`src/inc/adc_audio_consts.vh`:
```
// Purpose: constants for the adc audio serial port
// Assumes: classic wishbone, byte address = 4 x register index
// Notes: included by the port and by its clock scaler
//
// Notes on behaviour
// - left-justified: msb on first rising bit clock after frame edge, spare slots trail.
// - right-justified: lsb on last rising bit clock before frame edge, spares lead.
// - i2s: msb on second rising bit clock after frame edge, then bits in order.
// - dsp mode a: left msb on 2nd rising edge after frame rise, right follows.
// - dsp with phase swap: data starts one word length after left slot.
// - phase swap bit 1, reset 0: 0 puts data left, 1 right.
// - format bits 4:3, reset 10: right, left, i2s, dsp.
// - word length bits 6:5, reset 10: 16, 20, 24, 32 bits.
// - master select bit 0, reset 0: 1 drives both clocks out.
// - bit clock divider bits 4:2 divide by 1..32; frame from same chain.
// - non-integer bit clocks per frame may give a short last pulse.
// - scaler bits 7:5, reset 010: divide by 1,1.5,2,3,4,6,8,12.
// - source select bit 8, reset 1: 0 external clock pin, 1 pll.
// - slave mode returns data timed by the received clocks.
`ifndef ADC_AUDIO_CONSTS_VH
`define ADC_AUDIO_CONSTS_VH

`define AIF_INDEX        8'h04
`define CLKGEN_INDEX     8'h06
`define STATUS_INDEX     8'h07
`define AIF_ADDR         8'h10
`define CLKGEN_ADDR      8'h18
`define STATUS_ADDR      8'h1C

`define AIF_RESET        9'h050
`define CLKGEN_RESET     9'h140

`define AIF_SWAP_BIT     1
`define AIF_FMT_LO       3
`define AIF_WL_LO        5
`define AIF_FRAME_POLARITY_BIT   7
`define AIF_BCP_BIT      8
`define CLK_MS_BIT       0
`define CLK_BDIV_LO      2
`define CLK_SCALE_LO     5
`define CLK_SEL_BIT      8

`define FMT_RIGHT        2'h0
`define FMT_LEFT         2'h1
`define FMT_I2S          2'h2
`define FMT_DSP          2'h3

`define WL_BITS_16       6'h10
`define WL_BITS_20       6'h14
`define WL_BITS_24       6'h18
`define WL_BITS_32       6'h20

// scaler thresholds in source half periods x2
`define SCALE_T0         6'h02
`define SCALE_T1         6'h03
`define SCALE_T2         6'h04
`define SCALE_T3         6'h06
`define SCALE_T4         6'h08
`define SCALE_T5         6'h0C
`define SCALE_T6         6'h10
`define SCALE_T7         6'h18

`endif

```
`src/design/clk_scaler.v`:
```
// Purpose: divides the selected clock source into internal half-period ticks
// Assumes: source input synchronous to sys_clk_i, well below half its rate
// Notes: fractional ratio 1.5 is done by accumulation, so tick spacing jitters
`timescale 1ns/1ns
`include "adc_audio_consts.vh"

module clk_scaler (
	input  wire       sys_clk_i,
	input  wire       rst_i,
	input  wire       src_i,
	input  wire [2:0] scale_i,
	output reg        tick_o
);
	reg        src_q;
	reg  [5:0] acc;
	reg  [5:0] thr;
	wire       src_edge = src_i ^ src_q;
	wire [5:0] acc_add  = acc + 6'h02;

	always @* begin
		case (scale_i)
		3'h0:    thr = `SCALE_T0;
		3'h1:    thr = `SCALE_T1;
		3'h2:    thr = `SCALE_T2;
		3'h3:    thr = `SCALE_T3;
		3'h4:    thr = `SCALE_T4;
		3'h5:    thr = `SCALE_T5;
		3'h6:    thr = `SCALE_T6;
		default: thr = `SCALE_T7;
		endcase
	end

	always @(posedge sys_clk_i) begin
		if (rst_i) begin
			src_q  <= 1'b0;
			acc    <= 6'h00;
			tick_o <= 1'b0;
		end else begin
			src_q  <= src_i;
			tick_o <= 1'b0;
			if (src_edge) begin
				// each source edge is worth two units, one tick per threshold
				if (acc_add >= thr) begin
					acc    <= acc_add - thr;
					tick_o <= 1'b1;
				end else begin
					acc <= acc_add;
				end
			end
		end
	end
endmodule // clk_scaler

```
`src/design/adc_audio_serial_port.v`:
```
// Purpose: serial audio output port of a mono adc, with register file
// Assumes: all pins synchronous to sys_clk_i; clock pins far below its rate
// Notes: data changes after falling bit clock, so the far end samples on rising
//
// Design decision made here: the Wishbone register port.
`timescale 1ns/1ns
`include "adc_audio_consts.vh"

module adc_audio_serial_port #(
	parameter [9:0] MCLK_PER_FRAME = 10'd256
) (
	input  wire        sys_clk_i,
	input  wire        rst_i,
	input  wire        wb_cyc_i,
	input  wire        wb_stb_i,
	input  wire        wb_we_i,
	input  wire [7:0]  wb_adr_i,
	input  wire [3:0]  wb_sel_i,
	input  wire [31:0] wb_dat_i,
	output reg  [31:0] wb_dat_o,
	output reg         wb_ack_o,
	input  wire        mclk_pin_i,
	input  wire        pll_clk_i,
	input  wire [31:0] sample_i,
	output reg         sample_take_o,
	input  wire        bitclk_i,
	output wire        bitclk_o,
	output wire        bitclk_oe_o,
	input  wire        frame_output_i,
	output wire        frame_output_o,
	output wire        frame_output_oe_o,
	output reg         sample_data_out_o
);
	// register file
	reg  [8:0]  aif;
	reg  [8:0]  clkgen;
	wire        wb_req = wb_cyc_i & wb_stb_i & ~wb_ack_o;

	wire        phase_swap         = aif[`AIF_SWAP_BIT];
	wire [1:0]  format_select      = aif[`AIF_FMT_LO+1:`AIF_FMT_LO];
	wire [1:0]  word_length_select = aif[`AIF_WL_LO+1:`AIF_WL_LO];
	wire        frame_polarity     = aif[`AIF_FRAME_POLARITY_BIT];
	wire        bitclk_polarity    = aif[`AIF_BCP_BIT];
	wire        master_select      = clkgen[`CLK_MS_BIT];
	wire [2:0]  bitclk_divider     = clkgen[`CLK_BDIV_LO+2:`CLK_BDIV_LO];
	wire [2:0]  sysclk_scaler      = clkgen[`CLK_SCALE_LO+2:`CLK_SCALE_LO];
	wire        clock_source_select = clkgen[`CLK_SEL_BIT];

	wire        is_dsp = (format_select == `FMT_DSP);

	// status fields
	reg  [9:0]  slot_cnt;
	reg  [9:0]  half_len;
	wire        frame_int;
	wire        bclk_int;
	wire        left_phase;

	always @(posedge sys_clk_i) begin
		if (rst_i) begin
			aif      <= `AIF_RESET;
			clkgen   <= `CLKGEN_RESET;
			wb_ack_o <= 1'b0;
			wb_dat_o <= 32'h0000_0000;
		end else begin
			wb_ack_o <= wb_req;
			if (wb_req & wb_we_i) begin
				if (wb_adr_i == `AIF_ADDR) begin
					if (wb_sel_i[0])
						aif[7:0] <= wb_dat_i[7:0];
					if (wb_sel_i[1])
						aif[8] <= wb_dat_i[8];
				end
				if (wb_adr_i == `CLKGEN_ADDR) begin
					if (wb_sel_i[0])
						clkgen[7:0] <= wb_dat_i[7:0];
					if (wb_sel_i[1])
						clkgen[8] <= wb_dat_i[8];
				end
			end
			if (wb_req & ~wb_we_i) begin
				case (wb_adr_i)
				`AIF_ADDR:    wb_dat_o <= {23'h00_0000, aif};
				`CLKGEN_ADDR: wb_dat_o <= {23'h00_0000, clkgen};
				`STATUS_ADDR: wb_dat_o <= {9'h000, half_len, bclk_int, left_phase, frame_int, slot_cnt};
				default:      wb_dat_o <= 32'h0000_0000;
				endcase
			end else begin
				wb_dat_o <= 32'h0000_0000;
			end
		end
	end

	// clock source and scaling
	wire        src_clk = clock_source_select ? pll_clk_i : mclk_pin_i;
	wire        half_tick;

	clk_scaler u_scaler (
		.sys_clk_i (sys_clk_i),
		.rst_i     (rst_i),
		.src_i     (src_clk),
		.scale_i   (sysclk_scaler),
		.tick_o    (half_tick)
	);

	// master clock generation; ticks are internal clock half periods
	reg  [10:0] frame_tick;
	reg  [5:0]  bdiv_cnt;
	reg         bclk_gen;
	reg  [5:0]  bdiv_last;
	wire [10:0] frame_last = {MCLK_PER_FRAME, 1'b0} - 11'h001;
	wire [10:0] dsp_pulse  = {4'h0, bdiv_last, 1'b0} + 11'h002;
	wire        first_half = (frame_tick < {1'b0, MCLK_PER_FRAME});
	reg         frame_gen;

	always @* begin
		// reserved divider codes hold the slowest rate
		case (bitclk_divider)
		3'h0:    bdiv_last = 6'h00;
		3'h1:    bdiv_last = 6'h01;
		3'h2:    bdiv_last = 6'h03;
		3'h3:    bdiv_last = 6'h07;
		3'h4:    bdiv_last = 6'h0F;
		default: bdiv_last = 6'h1F;
		endcase
	end

	always @* begin
		if (is_dsp)
			frame_gen = (frame_tick < dsp_pulse);
		else if (format_select == `FMT_I2S)
			frame_gen = ~first_half;
		else
			frame_gen = first_half;
	end

	always @(posedge sys_clk_i) begin
		if (rst_i | ~master_select) begin
			frame_tick <= 11'h000;
			bdiv_cnt   <= 6'h00;
			bclk_gen   <= 1'b0;
		end else if (half_tick) begin
			if (frame_tick == frame_last) begin
				// restart cuts any unfinished bit clock short
				frame_tick <= 11'h000;
				bdiv_cnt   <= 6'h00;
				bclk_gen   <= 1'b0;
			end else begin
				frame_tick <= frame_tick + 11'h001;
				if (bdiv_cnt >= bdiv_last) begin
					bdiv_cnt <= 6'h00;
					bclk_gen <= ~bclk_gen;
				end else begin
					bdiv_cnt <= bdiv_cnt + 6'h01;
				end
			end
		end
	end

	// pins; slave takes the far end's clocks
	assign bclk_int  = master_select ? bclk_gen : (bitclk_i ^ bitclk_polarity);
	assign frame_int = master_select ? frame_gen
		: (frame_output_i ^ (frame_polarity & ~is_dsp));
	assign bitclk_o          = bclk_gen ^ bitclk_polarity;
	assign bitclk_oe_o       = master_select;
	assign frame_output_o    = frame_gen ^ (frame_polarity & ~is_dsp);
	assign frame_output_oe_o = master_select;

	// frame level: left phase high, except i2s where left is low
	assign left_phase = (format_select == `FMT_I2S) ? ~frame_int : frame_int;

	// bit slot tracking
	reg         bclk_q;
	reg         frame_last_rise;
	wire        bclk_rise = bclk_int & ~bclk_q;
	wire        bclk_fall = ~bclk_int & bclk_q;
	// dsp frames start only on the pulse's rising edge; its width is ignored here
	wire        trans = is_dsp ? (frame_int & ~frame_last_rise)
		: (frame_int ^ frame_last_rise);

	always @(posedge sys_clk_i) begin
		if (rst_i) begin
			bclk_q          <= 1'b0;
			frame_last_rise <= 1'b0;
			slot_cnt        <= 10'h000;
			half_len        <= 10'h000;
		end else begin
			bclk_q <= bclk_int;
			if (bclk_rise) begin
				frame_last_rise <= frame_int;
				if (trans) begin
					slot_cnt <= 10'h001;
					half_len <= slot_cnt;
				end else if (slot_cnt != 10'h3FF) begin
					slot_cnt <= slot_cnt + 10'h001;
				end
			end
		end
	end

	// word length in slots
	reg  [5:0]  wl;
	always @* begin
		case (word_length_select)
		2'h0:    wl = `WL_BITS_16;
		2'h1:    wl = `WL_BITS_20;
		2'h2:    wl = `WL_BITS_24;
		default: wl = `WL_BITS_32;
		endcase
	end

	// slot number of the coming rising edge
	wire [11:0] s   = trans ? 12'h001 : ({2'h0, slot_cnt} + 12'h001);
	wire [11:0] w   = {6'h00, wl};
	wire [11:0] hl  = {2'h0, half_len};
	wire        want_left = ~phase_swap;
	reg         bit_valid;
	reg  [11:0] pos;

	always @* begin
		bit_valid = 1'b0;
		pos       = 12'h000;
		case (format_select)
		`FMT_LEFT: begin
			pos       = s - 12'h001;
			bit_valid = (left_phase == want_left) && (s <= w);
		end
		`FMT_I2S: begin
			pos       = s - 12'h002;
			bit_valid = (left_phase == want_left) && (s >= 12'h002) && (s <= w + 12'h001);
		end
		`FMT_RIGHT: begin
			// length of the previous half frame predicts where the lsb lands
			pos       = s + w - 12'h001 - hl;
			bit_valid = (left_phase == want_left) && (s + w > hl) && (s <= hl);
		end
		`FMT_DSP: begin
			if (phase_swap) begin
				pos       = s - 12'h002 - w;
				bit_valid = (s >= w + 12'h002) && (s <= {w[10:0], 1'b0} + 12'h001);
			end else begin
				pos       = s - 12'h002;
				bit_valid = (s >= 12'h002) && (s <= w + 12'h001);
			end
		end
		default: begin
			pos       = 12'h000;
			bit_valid = 1'b0;
		end
		endcase
	end

	// a frame with data starts at a transition into the left phase
	wire        frame_start = trans & (is_dsp | left_phase);
	reg  [31:0] shift_word;
	wire [4:0]  bit_sel = 5'h1F - pos[4:0];

	always @(posedge sys_clk_i) begin
		if (rst_i) begin
			shift_word        <= 32'h0000_0000;
			sample_take_o     <= 1'b0;
			sample_data_out_o <= 1'b0;
		end else begin
			sample_take_o <= 1'b0;
			if (bclk_fall) begin
				if (frame_start) begin
					shift_word    <= sample_i;
					sample_take_o <= 1'b1;
				end
				// msb first; a fresh word is used from its first slot
				if (bit_valid)
					sample_data_out_o <= frame_start ? sample_i[bit_sel] : shift_word[bit_sel];
				else
					sample_data_out_o <= 1'b0;
			end
		end
	end
endmodule // adc_audio_serial_port

```
`config.mk`:
```
export PLATFORM = sky130hd
export DESIGN_NAME = adc_audio_serial_port
export DESIGN_NICKNAME = d
export VERILOG_FILES = /design/src/design/clk_scaler.v /design/src/design/adc_audio_serial_port.v
export VERILOG_INCLUDE_DIRS = /design/src /design/src/inc
export SDC_FILE = /design/constraint.sdc
export NUM_CORES = 1
export LEC_CHECK = 0
export ABC_CLOCK_PERIOD_IN_PS = 12300
export BUFFER_PORTS_ARGS = -buffer_cell sky130_fd_sc_hd__buf_2
export CAP_MARGIN = 30
export CELL_PAD_IN_SITES_DETAIL_PLACEMENT = 1
export CELL_PAD_IN_SITES_GLOBAL_PLACEMENT = 1
export CORE_MARGIN = 4
export CORE_UTILIZATION = 47
export DETAILED_ROUTE_END_ITERATION = 12
export GPL_ROUTABILITY_DRIVEN = 0
export HOLD_SLACK_MARGIN = 0.02
export PLACE_DENSITY_LB_ADDON = 0.1
export SLEW_MARGIN = 20
export SYNTH_ARGS = -nofsm -noshare
export SYNTH_HDL_FRONTEND = slang
export SYNTH_SLANG_ARGS = --single-unit
export TNS_END_PERCENT = 10
```
`constraint.sdc`:
```
create_clock -name sys_clk_i -period 12.3 [get_ports sys_clk_i]
set_clock_uncertainty 0.15 [all_clocks]
set_input_delay 0 -clock sys_clk_i [delete_from_list [all_inputs] [get_ports sys_clk_i]]
set_output_delay 0 -clock sys_clk_i [all_outputs]
set_load 0.03 [all_outputs]
```
==> flow_summary.toml <==
[outcome]
outcome = "finished, final reports clean"

[logic_synthesis]
avgSynthCellArea_sq_um = 8.926
ys_ff_latch = 124
netlist.area_leader.share = 0.3135
synth_area_leaders = "dfxtp_1 (31%), mux2i_1 (9.7%), ha_1 (8.7%)"
synthesis.area_sq_um = 7918
synth-edff-count = 0
yosysTopAreaCell = "dfxtp_1"
yosysSeqAreaShare = 0.3135
ys_dominant_reg_cell = "dfxtp_1"
synth_cell_types = 83
synth_warnings = 0
syn_inst = 887
synth-async-reset-ratio = 0

[grt]
antenna_found_initial = 0
gr-usage-met2 = 0.4805
grt_pass1_wl_um = 40120
met3_usage = 0.04675
grt_pass1_vias = 7796
gr-total-overflow = 0
grt_max_degree = 81
met1_usage = 0.3248
busiest_layer = "met2"
grt_usage = 0.2714

[clock_tree]
cts_sinks = 124
clock_latency_ns = 0.42
clock_path_buffers = 2
htree_levels = 4
cts_tree = "yes"
path_clk_slew_ns = 0.06
root_buffer = "clkbuf_16"
post_cts_resized = 0
numCtsBuffers = 17
cts_setup_buffers = 0

[drt]
vias_per_cell = 5.686
wirelength_um = 24580
wl_per_cell_um = 19.57
post-route-drc-count = 0
drt_iter0_drc = 359
vias = 7141
ant_nets = 0
drt-pass1-iter-count = 5

[power_and_ir_drop]
p_leak_nw = 3.944
total_power_mw = 1.144
p_per_area_nw_per_um2 = 118.9
peakVddDrop_mv = 0.1041

[timing]
slew_viol_final = 0
setup_tns_ns = 0
post-route-period-util = 0.5871
fmax_ghz = 0.1385
period_needed_ns = 7.221
hold_viol = 0
finalWorstSetupSlack_ns = 5.079
worst_pin_slew_ns = 0.9896
max_slew_margin = 0.3367
rsz0062_at_grt = "no"
setup_viol = 0

[floorplanning]
initial_core_util = 0.4791
die_h_um = 137.8
io_pins = 124
die_x_um = 137.8
rows = 47
die-area_sq_um = 18990
core_sq_um = 16520

[worst_hold_path]
whs_path_depth = 4
hold_path.class = "input pin to register"
holdPathEnd = "wb_dat_o[4]"
hp-start = "wb_adr_i[2]"

[worst_setup_path]
cpPeakStageDelay_ns = 0.50
slowest_stage = "dfxtp_1"
cp_common_cell = "ha_1"
required_ns = 12.47
end_kind = "register"
cp-start-kind = "register"
rrSetupSlack_ns = 5.08
cp_data_arrival_time_ns = 7.39
setup.worst_path.class = "register to register"
crit_fanout = 14
regToRegStartpoint = "clkgen[3]"
timing.rr.end = "sample_data_out_o"
reg2regPathDepth = 28

[placed_design]
numPortBuffers = 89
dp_slack_ns = 5.166
placedInstanceArea_sq_um = 8463
dp_hpwl_um = 16900

[layout]
layout-drive-gt1-share = 0.1718
design_area_sq_um = 9622
num-nets-final = 1168
num-fill-cells = 1941
final_cell_mix = "nor2_1 (124), dfxtp_1 (124), buf_2 (89)"
diodes = 0
syn_to_final_growth_pct = 21.52

[job]
maxCapViolations = 0
==> cell usage after synthesis, types with 16 or more instances <==
| master | n |
|---|---|
| ha_1 | 55 |
| clkbuf_1 | 17 |
| mux2i_1 | 77 |
| xor2_1 | 28 |
| nor2_1 | 124 |
| mux4_2 | 16 |
| nand2_1 | 78 |
| buf_4 | 16 |
| nand3_1 | 19 |
| dfxtp_1 | 124 |
| inv_1 | 37 |
| a21oi_1 | 46 |
| o21ai_0 | 18 |
| xnor2_1 | 20 |
==> area by class of cell <==
| type | count | area [sq um] | area share |
|---|---|---|---|
| Clock buffer | 18 | 439.2 | 0.04564 |
| Clock inverter | 14 | 123.9 | 0.01287 |
| Inverter | 40 | 155.1 | 0.01612 |
| Multi-Input combinational cell | 682 | 5037 | 0.5235 |
| Sequential cell | 124 | 2482 | 0.2580 |
| Tap cell | 220 | 275.3 | 0.02861 |
| Timing Repair Buffer | 158 | 1109 | 0.1152 |
==> flip-flops by register name, summed over array words and instances, names as in the netlist, 6 cells and up <==
register      cells
slot_cnt         10
frame_tick       11
clkgen            9
wb_dat_o         23
half_len         10
u_scaler.acc      6
shift_word       32
bdiv_cnt          6
aif               9
==> timing repair <==
item                                   4_1_cts  5_1_grt
hold buffers                                59        0
endpoints found under the hold margin       64        0
setup endpoints to repair                    0        0
==> worst max-delay path by stage <==
stage	start	endpoint	slack, ns	depth (start not counted)
floorplan	clkgen[3]	sample_data_out_o	6.58	30
global placement	clkgen[2]	sample_data_out_o	5.36	28
detailed placement	clkgen[2]	sample_data_out_o	5.17	28
CTS	clkgen[3]	sample_data_out_o	5.12	28
global route	clkgen[3]	sample_data_out_o	4.60	28
finish	clkgen[3]	sample_data_out_o	5.08	28
==> cells by family after synthesis <==
group / synth area share
other: 0.0004736
AO/OA/AOI/OAI: 0.1250
multiplexers: 0.1599
flip-flops: 0.3135
adder cells (fa/ha/maj): 0.1008
AND/OR/NAND/NOR: 0.1876
XOR/XNOR: 0.05863
buffers and inverters: 0.05404
==> worst max-delay path: cells and delay by family, from the launching register on <==
family,cells,cell delay [ns]
simple gates,6,1.20
xor+xnor,1,0.16
buf+inv,3,0.24
compound gates,14,3.67
flops,1,0.50
fa+ha+maj,4,1.17
==> metal layers <==
layer	vias to the layer above	wire, um
met2	182	12900
met1	3538	10090
met4	0	613
met3	44	974
li1	3377	-
met5	-	0
==> metrics by stage <==
step                instances  hold slack (ns)    util
finish                   1256          0.05674  0.5823
floorplan                 895         -0.02155       -
global route             1256           0.1201  0.5823
global placement         1164          0.08782  0.5122
CTS                      1255          0.02344  0.5820
detailed placement       1164          0.09736  0.5122
==> report_power, final <==
part           leakage [nW]  switching [mW]  total [mW]  internal (mW)
Sequential             1.00          0.0152       0.429          0.414
Combinational          2.67           0.132       0.235          0.102
Clock                 0.268           0.197       0.480          0.282
No activity file was read; power rests on OpenSTA's default activity.
